$ cat config.mk
export PLATFORM = sky130hd
export DESIGN_NAME = src_sequencer
export DESIGN_NICKNAME = d
export VERILOG_FILES = /design/src/hw/src_pkg.sv /design/src/hw/src_sequencer.sv
export SDC_FILE = /design/constraint.sdc
export NUM_CORES = 1
export LEC_CHECK = 0
export BUFFER_PORTS_ARGS = -buffer_cell sky130_fd_sc_hd__clkbuf_2
export CORE_UTILIZATION = 44
export DETAILED_ROUTE_END_ITERATION = 8
export PLACE_DENSITY = 0.76
export SYNTH_ARGS = -nofsm -noshare
export SYNTH_HDL_FRONTEND = slang
export SYNTH_SLANG_ARGS = --single-unit
$ cat constraint.sdc
create_clock -name core_clk -period 2.3 [get_ports core_clk]
set_input_delay 0 -clock core_clk [delete_from_list [all_inputs] [get_ports core_clk]]
set_output_delay 0 -clock core_clk [all_outputs]
set_load 0.05 [all_outputs]
$ cat src/hw/src_pkg.sv
package src_pkg;
   // sequencer states
   typedef enum logic [2:0] {
      S_POR  = 3'b000,
      S_DRV  = 3'b001,
      S_HOLD = 3'b010,
      S_PIN  = 3'b011,
      S_RUN  = 3'b100,
      S_WAIT = 3'b101,
      S_STOP = 3'b110,
      S_SREC = 3'b111
   } src_state_e;

   // timing counts, in selected oscillator cycles
   localparam int          CNT_W     = 12;
   localparam logic [11:0] CNT_LONG  = 12'hFFF;  // 4096th cycle
   localparam logic [11:0] CNT_SHORT = 12'h01F;  // 32nd cycle
   localparam logic [11:0] CNT_ZERO  = 12'h000;
   localparam logic [4:0]  SEQ_LAST  = 5'h1F;    // 32 cycles per phase
   localparam logic [4:0]  SEQ_ZERO  = 5'h00;
   localparam logic [6:0]  PIN_LAST  = 7'h42;    // 67th low cycle
   localparam logic [6:0]  PIN_ZERO  = 7'h00;
   localparam logic [1:0]  DIV_LAST  = 2'h3;     // bus = osc / 4
   localparam logic [1:0]  DIV_ZERO  = 2'h0;

   // reset vectors
   localparam logic [15:0] VEC_USER  = 16'hFFFE;
   localparam logic [15:0] VEC_MON   = 16'hFEFE;

   // register byte addresses
   localparam logic [11:0] ADDR_CFG   = 12'h000;
   localparam logic [11:0] ADDR_CAUSE = 12'h004;
   localparam logic [11:0] ADDR_CNT   = 12'h008;

   // configuration fields
   localparam int         CFG_W      = 5;
   localparam int         CFG_WD_DIS = 0;  // watchdog_disable
   localparam int         CFG_SHORT  = 1;  // short_recovery_select
   localparam int         CFG_STOPEN = 2;  // stop instruction enable
   localparam int         CFG_LVI_PD = 3;  // low_voltage_power_down
   localparam int         CFG_LVI_RD = 4;  // low_voltage_reset_disable
   localparam logic [4:0] CFG_RESET  = 5'h00;

   // reset cause fields
   localparam int         CAUSE_W    = 6;
   localparam int         CA_POR     = 0;
   localparam int         CA_PIN     = 1;
   localparam int         CA_WD      = 2;
   localparam int         CA_ILLEGAL_OPCODE_FLAG    = 3;
   localparam int         CA_ILLEGAL_ADDRESS_FLAG    = 4;
   localparam int         CA_LVI     = 5;
   localparam logic [5:0] CAUSE_POR  = 6'h01;
   localparam logic [5:0] CAUSE_NONE = 6'h00;
endpackage

$ cat src/hw/src_sequencer.sv
`timescale 1ns/10ps
module src_sequencer
   import src_pkg::*;
(
   input  wire logic        core_clk,        // selected oscillator clock
   input  wire logic        sys_rst,         // sync reset, power up
   input  wire logic        psel,            // apb select
   input  wire logic        penable,         // apb access phase
   input  wire logic        pwrite,          // apb write
   input  wire logic [11:0] paddr,           // apb byte address
   input  wire logic [31:0] pwdata,          // apb write data
   output logic [31:0]      prdata,          // apb read data
   output logic             pready,          // apb ready
   output logic             pslverr,         // apb error, unmapped
   input  wire logic        power_on_pulse,  // power-on detector
   input  wire logic        lvi_detect,      // supply below trip level
   input  wire logic        wdog_overflow,   // watchdog, asynchronous
   input  wire logic        illegal_opcode,  // cpu decode: bad opcode
   input  wire logic        stop_exec,       // cpu executes stop
   input  wire logic        wait_exec,       // cpu executes wait
   input  wire logic        opcode_fetch,    // cpu fetch is an opcode
   input  wire logic        addr_unmapped,   // address not mapped
   input  wire logic        wake_event,      // interrupt or break
   input  wire logic        periph_wait_run, // peripherals run in wait
   input  wire logic        monitor_mode,    // monitor mode active
   input  wire logic        rst_pin_in,      // reset pin level
   output logic             rst_pin_out,     // reset pin drive level
   output logic             rst_pin_oe,      // reset pin drive enable
   output logic             internal_reset_signal, // chip reset
   output logic [15:0]      reset_vector,    // vector fetch address
   output logic             cpu_clk_en,      // cpu bus clock pulse
   output logic             periph_clk_en,   // peripheral clock pulse
   output logic             wdog_clk_en      // watchdog prescale pulse
);
   import src_pkg::*;

   src_state_e           st_reg, st_next;
   logic [CNT_W-1:0]     cnt_reg, cnt_next;
   logic [4:0]           seq_reg;
   logic [6:0]           pin_reg;
   logic [1:0]           div_reg;
   logic [CFG_W-1:0]     cfg_reg;
   logic [CAUSE_W-1:0]   cause_reg, cause_next;
   logic                 short_reg;
   logic                 wd_meta_reg, wd_sync_reg, wd_last_reg;
   logic [31:0]          rdata_reg;
   logic [15:0]          vec_reg;
   logic                 internal_reset_signal_reg;

   // watchdog request crosses in through two flops
   always_ff @(posedge core_clk) begin
      if (sys_rst) begin
         wd_meta_reg <= 1'b0;
         wd_sync_reg <= 1'b0;
         wd_last_reg <= 1'b0;
      end else begin
         wd_meta_reg <= wdog_overflow;
         wd_sync_reg <= wd_meta_reg;
         wd_last_reg <= wd_sync_reg;
      end
   end

   // state decode
   wire in_run   = (st_reg == S_RUN);
   wire in_wait  = (st_reg == S_WAIT);
   wire in_stop  = (st_reg == S_STOP);
   wire in_srec  = (st_reg == S_SREC);
   wire in_por   = (st_reg == S_POR);
   wire in_drv   = (st_reg == S_DRV);
   wire in_hold  = (st_reg == S_HOLD);
   wire in_pin   = (st_reg == S_PIN);
   wire awake    = in_run | in_wait | in_stop | in_srec;

   // reset source qualification
   wire wd_edge  = wd_sync_reg & ~wd_last_reg;
   wire lvi_rst  = lvi_detect & ~cfg_reg[CFG_LVI_PD]
                 & ~cfg_reg[CFG_LVI_RD];
   wire wd_rst   = awake & wd_edge & ~cfg_reg[CFG_WD_DIS];
   wire stop_bad = stop_exec & ~cfg_reg[CFG_STOPEN];
   wire illegal_opcode_flag_rst = in_run & (illegal_opcode | stop_bad);
   wire illegal_address_flag_rst = in_run & opcode_fetch & addr_unmapped;
   wire pwr_rst  = power_on_pulse | (lvi_rst & ~in_por);
   wire int_rst  = ~pwr_rst & (wd_rst | illegal_opcode_flag_rst | illegal_address_flag_rst);
   wire pin_rst  = ~pwr_rst & ~int_rst & awake & ~rst_pin_in;
   wire stop_go  = in_run & stop_exec & cfg_reg[CFG_STOPEN];
   wire cnt_full = (cnt_reg == CNT_LONG);
   wire rec_done = short_reg ? (cnt_reg == CNT_SHORT) : cnt_full;
   wire seq_done = (seq_reg == SEQ_LAST);
   wire bus_tick = (div_reg == DIV_LAST);

   // next state; power sources win over internal, internal over pin
   always_comb begin
      st_next = st_reg;
      if (pwr_rst) begin
         st_next = S_POR;
      end else if (int_rst) begin
         st_next = S_DRV;
      end else if (pin_rst) begin
         st_next = S_PIN;
      end else begin
         unique case (st_reg)
            S_POR: begin
               if (cnt_full && !lvi_rst) begin
                  st_next = S_DRV;
               end
            end
            S_DRV: begin
               if (seq_done) begin
                  st_next = S_HOLD;
               end
            end
            S_HOLD: begin
               if (seq_done) begin
                  st_next = S_RUN;
               end
            end
            S_PIN: begin
               if (rst_pin_in) begin
                  st_next = S_HOLD;
               end
            end
            S_RUN: begin
               if (stop_go) begin
                  st_next = S_STOP;
               end else if (wait_exec) begin
                  st_next = S_WAIT;
               end
            end
            S_WAIT: begin
               if (wake_event) begin
                  st_next = S_RUN;
               end
            end
            S_STOP: begin
               if (wake_event) begin
                  st_next = S_SREC;
               end
            end
            S_SREC: begin
               if (rec_done) begin
                  st_next = S_RUN;
               end
            end
         endcase
      end
   end

   // counter: cleared by power-on, internal resets, low voltage and stop, else free
   always_comb begin
      if (pwr_rst || int_rst || stop_go || in_stop || lvi_rst) begin
         cnt_next = CNT_ZERO;
      end else begin
         cnt_next = cnt_reg + 12'h001;
      end
   end

   // cause flags: power-on clears others; set wins over a clear
   wire cause_wr = psel & penable & pwrite & (paddr == ADDR_CAUSE);
   wire [CAUSE_W-1:0] cause_clr = cause_wr ? pwdata[CAUSE_W-1:0]
                                           : CAUSE_NONE;
   wire pin_flag = in_pin & (pin_reg == PIN_LAST) & ~lvi_detect;
   wire [CAUSE_W-1:0] cause_set = {lvi_rst & ~in_por, illegal_address_flag_rst & ~pwr_rst,
                                   illegal_opcode_flag_rst & ~pwr_rst,
                                   wd_rst & ~pwr_rst, pin_flag, 1'b0};
   always_comb begin
      if (power_on_pulse) begin
         cause_next = CAUSE_POR;
      end else begin
         cause_next = (cause_reg & ~cause_clr) | cause_set;
      end
   end

   // sequencer registers
   always_ff @(posedge core_clk) begin
      if (sys_rst) begin
         st_reg    <= S_POR;
         cnt_reg   <= CNT_ZERO;
         cause_reg <= CAUSE_POR;
         short_reg <= 1'b0;
      end else begin
         st_reg    <= st_next;
         cnt_reg   <= cnt_next;
         cause_reg <= cause_next;
         if (in_stop && wake_event) begin
            short_reg <= cfg_reg[CFG_SHORT];
         end
      end
   end

   // phase counter restarts on every state change
   always_ff @(posedge core_clk) begin
      if (sys_rst || st_next != st_reg) begin
         seq_reg <= SEQ_ZERO;
      end else if (!seq_done) begin
         seq_reg <= seq_reg + 5'h01;
      end
   end

   // low-time counter for the pin, saturating at its limit
   always_ff @(posedge core_clk) begin
      if (sys_rst || !in_pin) begin
         pin_reg <= PIN_ZERO;
      end else if (pin_reg != PIN_LAST) begin
         pin_reg <= pin_reg + 7'h01;
      end
   end

   // bus divider
   always_ff @(posedge core_clk) begin
      if (sys_rst) begin
         div_reg <= DIV_ZERO;
      end else begin
         div_reg <= div_reg + 2'h1;
      end
   end

   // reset outputs and vector
   always_ff @(posedge core_clk) begin
      if (sys_rst) begin
         internal_reset_signal_reg <= 1'b1;
         vec_reg  <= VEC_USER;
      end else begin
         internal_reset_signal_reg <= ~(st_next == S_RUN || st_next == S_WAIT
                    || st_next == S_STOP || st_next == S_SREC);
         vec_reg  <= monitor_mode ? VEC_MON : VEC_USER;
      end
   end

   // pin drive and clock enables
   assign rst_pin_out           = 1'b0;
   assign rst_pin_oe            = in_por | in_drv;
   assign internal_reset_signal = internal_reset_signal_reg;
   assign reset_vector          = vec_reg;
   assign cpu_clk_en            = in_run & bus_tick;
   assign periph_clk_en         = bus_tick
                                & (in_run | (in_wait & periph_wait_run));
   assign wdog_clk_en           = cnt_full & ~in_stop;

   // apb decode; zero wait states
   wire hit_cfg   = (paddr == ADDR_CFG);
   wire hit_cause = (paddr == ADDR_CAUSE);
   wire hit_cnt   = (paddr == ADDR_CNT);
   wire hit_any   = hit_cfg | hit_cause | hit_cnt;
   wire setup     = psel & ~penable;
   wire cfg_wr    = psel & penable & pwrite & hit_cfg;
   wire [31:0] rmux = hit_cfg   ? {27'h0, cfg_reg}   :
                      hit_cause ? {26'h0, cause_reg} :
                      hit_cnt   ? {20'h0, cnt_reg}   : 32'h0;
   assign pready  = 1'b1;
   assign pslverr = psel & penable & ~hit_any;
   assign prdata  = rdata_reg;

   // configuration and read data capture
   always_ff @(posedge core_clk) begin
      if (sys_rst) begin
         cfg_reg   <= CFG_RESET;
         rdata_reg <= 32'h0;
      end else begin
         if (internal_reset_signal_reg) begin
            cfg_reg <= CFG_RESET;
         end else if (cfg_wr) begin
            cfg_reg <= pwdata[CFG_W-1:0];
         end
         if (setup) begin
            rdata_reg <= rmux;
         end
      end
   end
endmodule

==> impl_metrics.prom, run 1 <==
# TYPE chip_impl_metric gauge
chip_impl_info{name="run_status",value="complete, but fails checks"} 1
chip_impl_info{name="failed_checks",value="negative setup slack"} 1
chip_impl_metric{name="globalRouteOverflowTotal",unit=""} 0
chip_impl_metric{name="routed_antenna_nets",unit=""} 0
chip_impl_info{name="grt_setup_unrepaired",value="yes"} 1
chip_impl_metric{name="synth_fa_ha_area_frac",unit=""} 0.02442
chip_impl_metric{name="p_comb_frac",unit=""} 0.124
chip_impl_metric{name="syn_area",unit="um2"} 3074
chip_impl_metric{name="core_area",unit="um2"} 6756
chip_impl_metric{name="clock_pin_slew_on_the_worst_setup_and_hold_paths",unit="ns"} 0.06
chip_impl_metric{name="seq_power_share",unit=""} 0.436
chip_impl_metric{name="reg2regPathDepth",unit=""} 9
chip_impl_metric{name="post_dp_cell_area",unit="um2"} 3356
chip_impl_metric{name="buffer_ports.inserted",unit=""} 53
chip_impl_metric{name="timing.setup.tns",unit="ns"} -0.01093
chip_impl_metric{name="power.switching_fraction",unit=""} 0.2580
chip_impl_metric{name="setup_viol",unit=""} 1
chip_impl_metric{name="final_layout_size_suffix_gt1_frac",unit=""} 0.2727
chip_impl_metric{name="period_needed",unit="ns"} 2.311
chip_impl_metric{name="insertion_delay",unit="ns"} 0.34
chip_impl_metric{name="synth_edf_count",unit=""} 0
chip_impl_metric{name="power_leakage",unit="uW"} 0.001531
chip_impl_metric{name="post_synth_and_or_nand_nor_area_fraction",unit=""} 0.2853
chip_impl_info{name="min_to",value="cause_reg[5]"} 1
chip_impl_metric{name="numCtsBuffers",unit=""} 9
chip_impl_metric{name="start_util",unit=""} 0.4550
chip_impl_metric{name="gp_routability_congestion",unit=""} 0.8688
chip_impl_metric{name="reg2reg_slack",unit="ns"} -0.01
chip_impl_metric{name="cts_sinks",unit=""} 58
chip_impl_metric{name="number_of_global_route_vias_before_repair",unit=""} 2296
chip_impl_metric{name="fin_worst_skew",unit="ns"} 0.01245
chip_impl_metric{name="worst_slack",unit="ns"} -0.01093
chip_impl_metric{name="diodes",unit=""} 0
chip_impl_info{name="critPathKind",value="reg2reg"} 1
chip_impl_metric{name="fin_area",unit="um2"} 3701
chip_impl_metric{name="dp_hpwl",unit="um"} 4921
chip_impl_metric{name="finish.net_count",unit=""} 481
chip_impl_info{name="cp_capture_type",value="flop"} 1
chip_impl_metric{name="async_sr_flop_fraction",unit=""} 0
chip_impl_metric{name="drv_slew",unit=""} 0
chip_impl_metric{name="area.growth.synth_to_final",unit="%"} 20.39
chip_impl_metric{name="synth.lib_cells_used.distinct",unit=""} 56
chip_impl_metric{name="p_int",unit="uW"} 1760
chip_impl_metric{name="synth_warnings",unit=""} 0
chip_impl_metric{name="worstPathArrival",unit="ns"} 2.58
chip_impl_metric{name="fmax",unit="MHz"} 432.7
chip_impl_metric{name="max_slew.worst_pin.slew",unit="ns"} 0.7701
chip_impl_metric{name="worst_hold_path.num_cells",unit=""} 3
chip_impl_metric{name="grtUsageTotal",unit=""} 0.1886
chip_impl_metric{name="dr_total_vias",unit=""} 2545
chip_impl_metric{name="grt_max_degree",unit=""} 30
chip_impl_info{name="critical_path.reg2reg.startpoint",value="seq_reg[1]"} 1
chip_impl_metric{name="htree_num_levels",unit=""} 3
chip_impl_metric{name="avgRoutedWirePerCell",unit="um"} 13.17
chip_impl_metric{name="synth_cells",unit=""} 339
chip_impl_metric{name="min_period_over_period",unit=""} 1.005
chip_impl_metric{name="finalPower",unit="uW"} 2372
chip_impl_metric{name="postSynthRegisterBits",unit=""} 58
chip_impl_metric{name="vias_per_cell",unit=""} 5.110
chip_impl_metric{name="worst_ir_drop_vdd",unit="mV"} 0.3143
chip_impl_info{name="start_kind",value="flop"} 1
chip_impl_metric{name="switching_power",unit="uW"} 611.9
chip_impl_info{name="cts-root-buf",value="sky130_fd_sc_hd__clkbuf_8"} 1
chip_impl_info{name="prevailing_post_synth_register_cell",value="sky130_fd_sc_hd__dfxtp_1"} 1
chip_impl_metric{name="crit_required",unit="ns"} 2.57
chip_impl_metric{name="synth.yosys.seq_area_share",unit=""} 0.3777
chip_impl_info{name="synth_area_leader_cell",value="sky130_fd_sc_hd__dfxtp_1"} 1
chip_impl_info{name="min_path_type",value="in2reg"} 1
chip_impl_metric{name="clk_path_buf_depth",unit=""} 2
chip_impl_metric{name="synth_area_per_cell",unit="um2"} 9.068
chip_impl_metric{name="area_fraction_in_compound_gates_after_synthesis",unit=""} 0.09768
chip_impl_info{name="synth_top_family_by_area",value="simple AND/OR/NAND/NOR gates"} 1
chip_impl_metric{name="synth.mux.area_fraction",unit=""} 0.03867
chip_impl_metric{name="grt_first_pass_wirelength",unit="um"} 10790
chip_impl_metric{name="power.density_cell_area",unit="nW/um2"} 640.8
chip_impl_metric{name="rows",unit=""} 30
chip_impl_metric{name="violation_count_after_the_first_detailed_routing_iteration",unit=""} 143
chip_impl_info{name="regToRegEndpoint",value="seq_reg[4]"} 1
chip_impl_metric{name="max_slew_margin",unit=""} 0.4856
chip_impl_metric{name="drt_first_pass_iters",unit=""} 4
chip_impl_metric{name="synth_top_area_frac",unit=""} 0.3777
chip_impl_metric{name="routed_wl",unit="um"} 6561
chip_impl_metric{name="die_y",unit="um"} 85.59
chip_impl_metric{name="hold_viol_final",unit=""} 0
chip_impl_metric{name="drc",unit=""} 0
chip_impl_metric{name="synth-xor-area-share",unit=""} 0.05413
chip_impl_metric{name="number_of_antenna_violations_at_the_first_check_in_global_routing",unit=""} 0
chip_impl_metric{name="io_pins",unit=""} 117
chip_impl_metric{name="die_area",unit="um2"} 7325
chip_impl_metric{name="maxCapViolations",unit=""} 0
chip_impl_info{name="post_synth_main_area_contributors",value="sky130_fd_sc_hd__dfxtp_1 38%, sky130_fd_sc_hd__buf_4 9.0%, sky130_fd_sc_hd__nor2_1 3.8%"} 1
chip_impl_metric{name="critPathMaxFanout",unit=""} 5
chip_impl_metric{name="fp.dieW",unit="um"} 85.59
chip_impl_metric{name="power_frac_clock",unit=""} 0.440
chip_impl_info{name="tritoncts",value="built"} 1
chip_impl_info{name="hold_start",value="pwdata[5]"} 1
-- synth_stat cells (all sizes together), types with 2 or more instances --
library cell and number:
nand2 16, clkbuf 6, and2 2, mux2 4, and4 5, or3 3
o21a 5, inv 5, xnor2 10, nor4b 3, a221o 6, nand4b 2
mux2i 7, ha 6, nor2 41, and3 3, a21boi 5, buf 43
conb 2, a221oi 2, nor3b 5, dfxtp 58, and4b 4, nor4 6
nor3 15, a21oi 17, nor2b 7, xor2 9, nand3 18, nand2b 6
nand4 2
-- final cells by class --
cell class / instances / area (um2)
well taps: 80 / 100.1
fillers: 615 / 3055
multi-input cells: 262 / 1722
inverters: 5 / 18.77
clock buffers: 13 / 158.9
repair buffers: 78 / 475.5
flip-flops and latches: 58 / 1166
clock inverters: 2 / 60.06
-- through the flow --
stage | hold WS [ns] | worst slack, ns | cells | utilization
4_1_cts | 0.01972 | -0.01207 | 497 | 0.5456
3_5_place_dp | 0.1647 | -0.07032 | 471 | 0.4967
5_1_grt | 0.03235 | -0.07584 | 498 | 0.5478
2_1_floorplan | 0.07367 | -0.07676 | 374 | -
3_3_place_gp | 0.1605 | -0.03568 | 471 | 0.4967
6_report | 0.03623 | -0.01093 | 498 | 0.5478
-- per-layer routing --
| layer | track usage | share of wire |
|---|---|---|
| met1 | 0.2431 | 0.48 |
| met2 | 0.3091 | 0.46 |
| met3 | 0.03754 | 0.052 |
| met4 | 0.07727 | 0.013 |
| met5 | 0 | 0 |
-- timing repair --
item / in CTS / in global routing
hold endpoints to repair: 10 / 0
hold buffers: 9 / 0
setup buffers: 2 / 1
pin swaps: 1 / 0
endpoints found under the setup margin: 5 / 11
gates resized for setup: 1 / 2
-- power groups by stage --
stage	Clock [uW]	Sequential, uW	Combinational, uW
2_1_floorplan	0	1080	245
3_3_place_gp	0	1060	275
3_5_place_dp	0	1060	279
4_1_cts	1060	1030	295
5_1_grt	1110	1040	313
6_report	1040	1030	295
-- critical path: stages (launching register included) --
cell and delay [ns]:
sky130_fd_sc_hd__dfxtp_4 0.36, sky130_fd_sc_hd__ha_4 0.13, sky130_fd_sc_hd__and3_4 0.19, sky130_fd_sc_hd__ha_4 0.13, sky130_fd_sc_hd__mux2_4 0.14, sky130_fd_sc_hd__o22ai_2 0.06, sky130_fd_sc_hd__a221o_1 0.36, sky130_fd_sc_hd__nor4b_4 0.26
sky130_fd_sc_hd__mux2_4 0.35, sky130_fd_sc_hd__and4bb_2 0.27
-- how the worst max path moves through the flow --
| stage | startpoint | endpoint | slack (ns) | cells past startpoint |
|---|---|---|---|---|
| after floorplan | seq_reg[0] | seq_reg[4] | -0.08 | 10 |
| after global placement | seq_reg[1] | seq_reg[4] | -0.04 | 9 |
| after detailed placement | seq_reg[1] | seq_reg[4] | -0.07 | 9 |
| after CTS | seq_reg[1] | seq_reg[4] | -0.01 | 9 |
| after global routing | seq_reg[1] | seq_reg[4] | -0.08 | 9 |
| final | seq_reg[1] | seq_reg[4] | -0.01 | 9 |
-- kinds of logic after synthesis --
logic type / Yosys count
XOR/XNOR: 19
AO/OA/AOI/OAI: 43
flip-flops: 58
multiplexers: 11
other: 2
AND/OR/NAND/NOR: 146
buffers and inverters: 54
adder cells (fa/ha/maj): 6
-- cell usage in the layout, fill, tap and decap left out, types with 6 or more instances in the layout --
cell type,netlist,final
sky130_fd_sc_hd__nand2b_1,6,6
sky130_fd_sc_hd__dfxtp_1,58,56
sky130_fd_sc_hd__xnor2_1,10,10
sky130_fd_sc_hd__nor2_2,10,10
sky130_fd_sc_hd__clkbuf_8,0,11
sky130_fd_sc_hd__nor3_1,15,14
sky130_fd_sc_hd__conb_1,2,37
sky130_fd_sc_hd__nand3_1,16,16
sky130_fd_sc_hd__a221o_1,6,6
sky130_fd_sc_hd__nor2_1,31,31
sky130_fd_sc_hd__nor2b_1,7,7
sky130_fd_sc_hd__xor2_1,9,9
sky130_fd_sc_hd__nor4_1,6,6
sky130_fd_sc_hd__dlygate4sd3_1,0,9
sky130_fd_sc_hd__a21oi_1,17,17
sky130_fd_sc_hd__clkbuf_2,0,53
sky130_fd_sc_hd__mux2i_1,7,7
sky130_fd_sc_hd__buf_4,37,16
sky130_fd_sc_hd__nand2_1,16,16
Note: power is estimated with default switching activity, not from simulation.
==> run 2, diff against run 1 <==
--- a/config.mk
+++ b/config.mk
@@ -9,6 +9,7 @@
 export CORE_UTILIZATION = 44
 export DETAILED_ROUTE_END_ITERATION = 8
 export PLACE_DENSITY = 0.76
+export SETUP_SLACK_MARGIN = 0.15
 export SYNTH_ARGS = -nofsm -noshare
 export SYNTH_HDL_FRONTEND = slang
 export SYNTH_SLANG_ARGS = --single-unit
==> run 2 against run 1 <==
Effect of this change: the run still ends with negative setup slack left; sequential power hardly changed; flip-flop and latch count is the same; cell count unchanged; combinational power is essentially flat; routed wire length about the same; power fell by 0.16%; fmax is 0.34% lower; first-iteration DRC count down 10%; via count unchanged; register-to-register slack about the same; critical path depth unchanged.
==> impl_metrics.prom, run 2 (synthesized netlist as in run 1, its figures left out) <==
# TYPE chip_impl_metric gauge
chip_impl_info{name="run_status",value="complete, but fails checks"} 1
chip_impl_info{name="failed_checks",value="negative setup slack"} 1
chip_impl_info{name="cp_capture_type",value="flop"} 1
chip_impl_metric{name="die_area",unit="um2"} 7325
chip_impl_metric{name="setup_viol",unit=""} 3
chip_impl_metric{name="power_leakage",unit="uW"} 0.001536
chip_impl_metric{name="area.growth.synth_to_final",unit="%"} 21.25
chip_impl_info{name="critPathKind",value="reg2reg"} 1
chip_impl_metric{name="switching_power",unit="uW"} 607.9
chip_impl_metric{name="worst_slack",unit="ns"} -0.01892
chip_impl_metric{name="routed_antenna_nets",unit=""} 0
chip_impl_info{name="start_kind",value="flop"} 1
chip_impl_metric{name="critPathMaxFanout",unit=""} 5
chip_impl_metric{name="drt_first_pass_iters",unit=""} 4
chip_impl_metric{name="power.switching_fraction",unit=""} 0.2567
chip_impl_metric{name="worstPathArrival",unit="ns"} 2.59
chip_impl_metric{name="cts_sinks",unit=""} 58
chip_impl_metric{name="min_period_over_period",unit=""} 1.008
chip_impl_info{name="tritoncts",value="built"} 1
chip_impl_metric{name="clock_pin_slew_on_the_worst_setup_and_hold_paths",unit="ns"} 0.06
chip_impl_metric{name="fp.dieW",unit="um"} 85.59
chip_impl_metric{name="hold_viol_final",unit=""} 0
chip_impl_metric{name="drv_slew",unit=""} 0
chip_impl_info{name="layout_common_cells",value="53 x sky130_fd_sc_hd__dfxtp_1, 53 x sky130_fd_sc_hd__clkbuf_2, 37 x sky130_fd_sc_hd__conb_1, 31 x sky130_fd_sc_hd__nor2_1, 17 x sky130_fd_sc_hd__a21oi_1"} 1
chip_impl_metric{name="fmax",unit="MHz"} 431.2
chip_impl_metric{name="routed_wl",unit="um"} 6564
chip_impl_metric{name="maxCapViolations",unit=""} 0
chip_impl_metric{name="power_frac_clock",unit=""} 0.438
chip_impl_metric{name="number_of_global_route_vias_before_repair",unit=""} 2296
chip_impl_metric{name="start_util",unit=""} 0.4550
chip_impl_metric{name="drc",unit=""} 0
chip_impl_metric{name="numCtsBuffers",unit=""} 9
chip_impl_metric{name="rows",unit=""} 30
chip_impl_metric{name="grt_first_pass_wirelength",unit="um"} 10790
chip_impl_metric{name="insertion_delay",unit="ns"} 0.33
chip_impl_metric{name="max_slew_margin",unit=""} 0.4940
chip_impl_info{name="cts-root-buf",value="sky130_fd_sc_hd__clkbuf_8"} 1
chip_impl_metric{name="worst_ir_drop_vdd",unit="mV"} 0.3149
chip_impl_metric{name="p_comb_frac",unit=""} 0.125
chip_impl_metric{name="crit_required",unit="ns"} 2.57
chip_impl_metric{name="buffer_ports.inserted",unit=""} 53
chip_impl_metric{name="grt_max_degree",unit=""} 30
chip_impl_metric{name="grtUsageTotal",unit=""} 0.1886
chip_impl_metric{name="clk_path_buf_depth",unit=""} 2
chip_impl_metric{name="finish.net_count",unit=""} 481
chip_impl_metric{name="max_slew.worst_pin.slew",unit="ns"} 0.7575
chip_impl_metric{name="htree_num_levels",unit=""} 3
chip_impl_metric{name="number_of_antenna_violations_at_the_first_check_in_global_routing",unit=""} 0
chip_impl_metric{name="vias_per_cell",unit=""} 5.110
chip_impl_metric{name="core_area",unit="um2"} 6756
chip_impl_metric{name="final_layout_size_suffix_gt1_frac",unit=""} 0.2823
chip_impl_metric{name="period_needed",unit="ns"} 2.319
chip_impl_metric{name="fin_worst_skew",unit="ns"} 0.009281
chip_impl_metric{name="p_int",unit="uW"} 1760
chip_impl_metric{name="avgRoutedWirePerCell",unit="um"} 13.18
chip_impl_metric{name="power.density_cell_area",unit="nW/um2"} 635.3
chip_impl_metric{name="dr_total_vias",unit=""} 2545
chip_impl_metric{name="violation_count_after_the_first_detailed_routing_iteration",unit=""} 128
chip_impl_metric{name="dp_hpwl",unit="um"} 4921
chip_impl_metric{name="gp_routability_congestion",unit=""} 0.8688
chip_impl_metric{name="die_y",unit="um"} 85.59
chip_impl_info{name="min_path_type",value="in2reg"} 1
chip_impl_metric{name="finish.utilization",unit=""} 0.5517
chip_impl_info{name="grt_setup_unrepaired",value="yes"} 1
chip_impl_metric{name="timing.setup.tns",unit="ns"} -0.02202
chip_impl_metric{name="globalRouteOverflowTotal",unit=""} 0
chip_impl_metric{name="seq_power_share",unit=""} 0.437
chip_impl_metric{name="io_pins",unit=""} 117
chip_impl_metric{name="diodes",unit=""} 0
-- run 2: layout make-up --
cell class                 instances  area [um2]
fill                             609        3029
multi-input combinational        262        1737
sequential                        58        1170
timing repair buffer              78       483.0
clock buffer                      13       158.9
tap                               80       100.1
clock inverter                     2       60.06
inverter                           5       18.77
-- run 2: worst paths after layout --
kind                from      endpoint  slack (ns)  depth (start not counted)
max reg2reg   seq_reg[1]    seq_reg[4]       -0.02                          9
min reg2reg  wd_meta_reg   wd_sync_reg        0.43                          1
min            pwdata[5]  cause_reg[5]        0.04                          3
max           seq_reg[1]    seq_reg[4]       -0.02                          9
-- run 2: metal layers --
metal | share of wire | routed length [um] | up-vias | GRT usage
li1 | - | - | 1267 | -
met5 | 0 | 0 | - | 0
met4 | 0.014 | 91 | 0 | 0.07727
met1 | 0.48 | 3122 | 1193 | 0.2431
met2 | 0.46 | 3023 | 78 | 0.3091
met3 | 0.050 | 326 | 7 | 0.03754
-- run 2: power groups by stage --
stage	clock [uW]	combinational, uW	sequential, uW
2_1_floorplan	0	245	1080
3_3_place_gp	0	275	1060
3_5_place_dp	0	279	1060
4_1_cts	1060	295	1030
5_1_grt	1110	314	1040
6_report	1040	296	1030
-- run 2: critical path: stages (launching register included) --
cell,delay (ns)
sky130_fd_sc_hd__dfxtp_4,0.36
sky130_fd_sc_hd__ha_4,0.13
sky130_fd_sc_hd__and3_4,0.19
sky130_fd_sc_hd__ha_4,0.13
sky130_fd_sc_hd__mux2_4,0.14
sky130_fd_sc_hd__o22ai_2,0.06
sky130_fd_sc_hd__a221o_1,0.36
sky130_fd_sc_hd__nor4b_4,0.27
sky130_fd_sc_hd__mux2_4,0.35
sky130_fd_sc_hd__and4bb_2,0.27
-- run 2: through the flow --
stage | instances | hold slack [ns] | total power [uW] | worst slack, ns | instance area [um2]
3_5_place_dp | 471 | 0.1647 | 1336 | -0.07032 | 3356
4_1_cts | 497 | 0.01972 | 2390 | -0.01207 | 3686
2_1_floorplan | 374 | 0.07367 | 1324 | -0.07676 | 3248
3_3_place_gp | 471 | 0.1605 | 1331 | -0.03568 | 3356
5_1_grt | 498 | 0.03238 | 2459 | -0.08383 | 3727
6_report | 498 | 0.03699 | 2368 | -0.01892 | 3727
-- run 2: what timing repair did --
action,4_1_cts,5_1_grt
gates cloned,0,0
endpoints found under the setup margin,13,17
hold buffers,9,0
pin swaps,1,1
gates resized for setup,1,9
hold endpoints to repair,10,0
buffers inserted,2,1
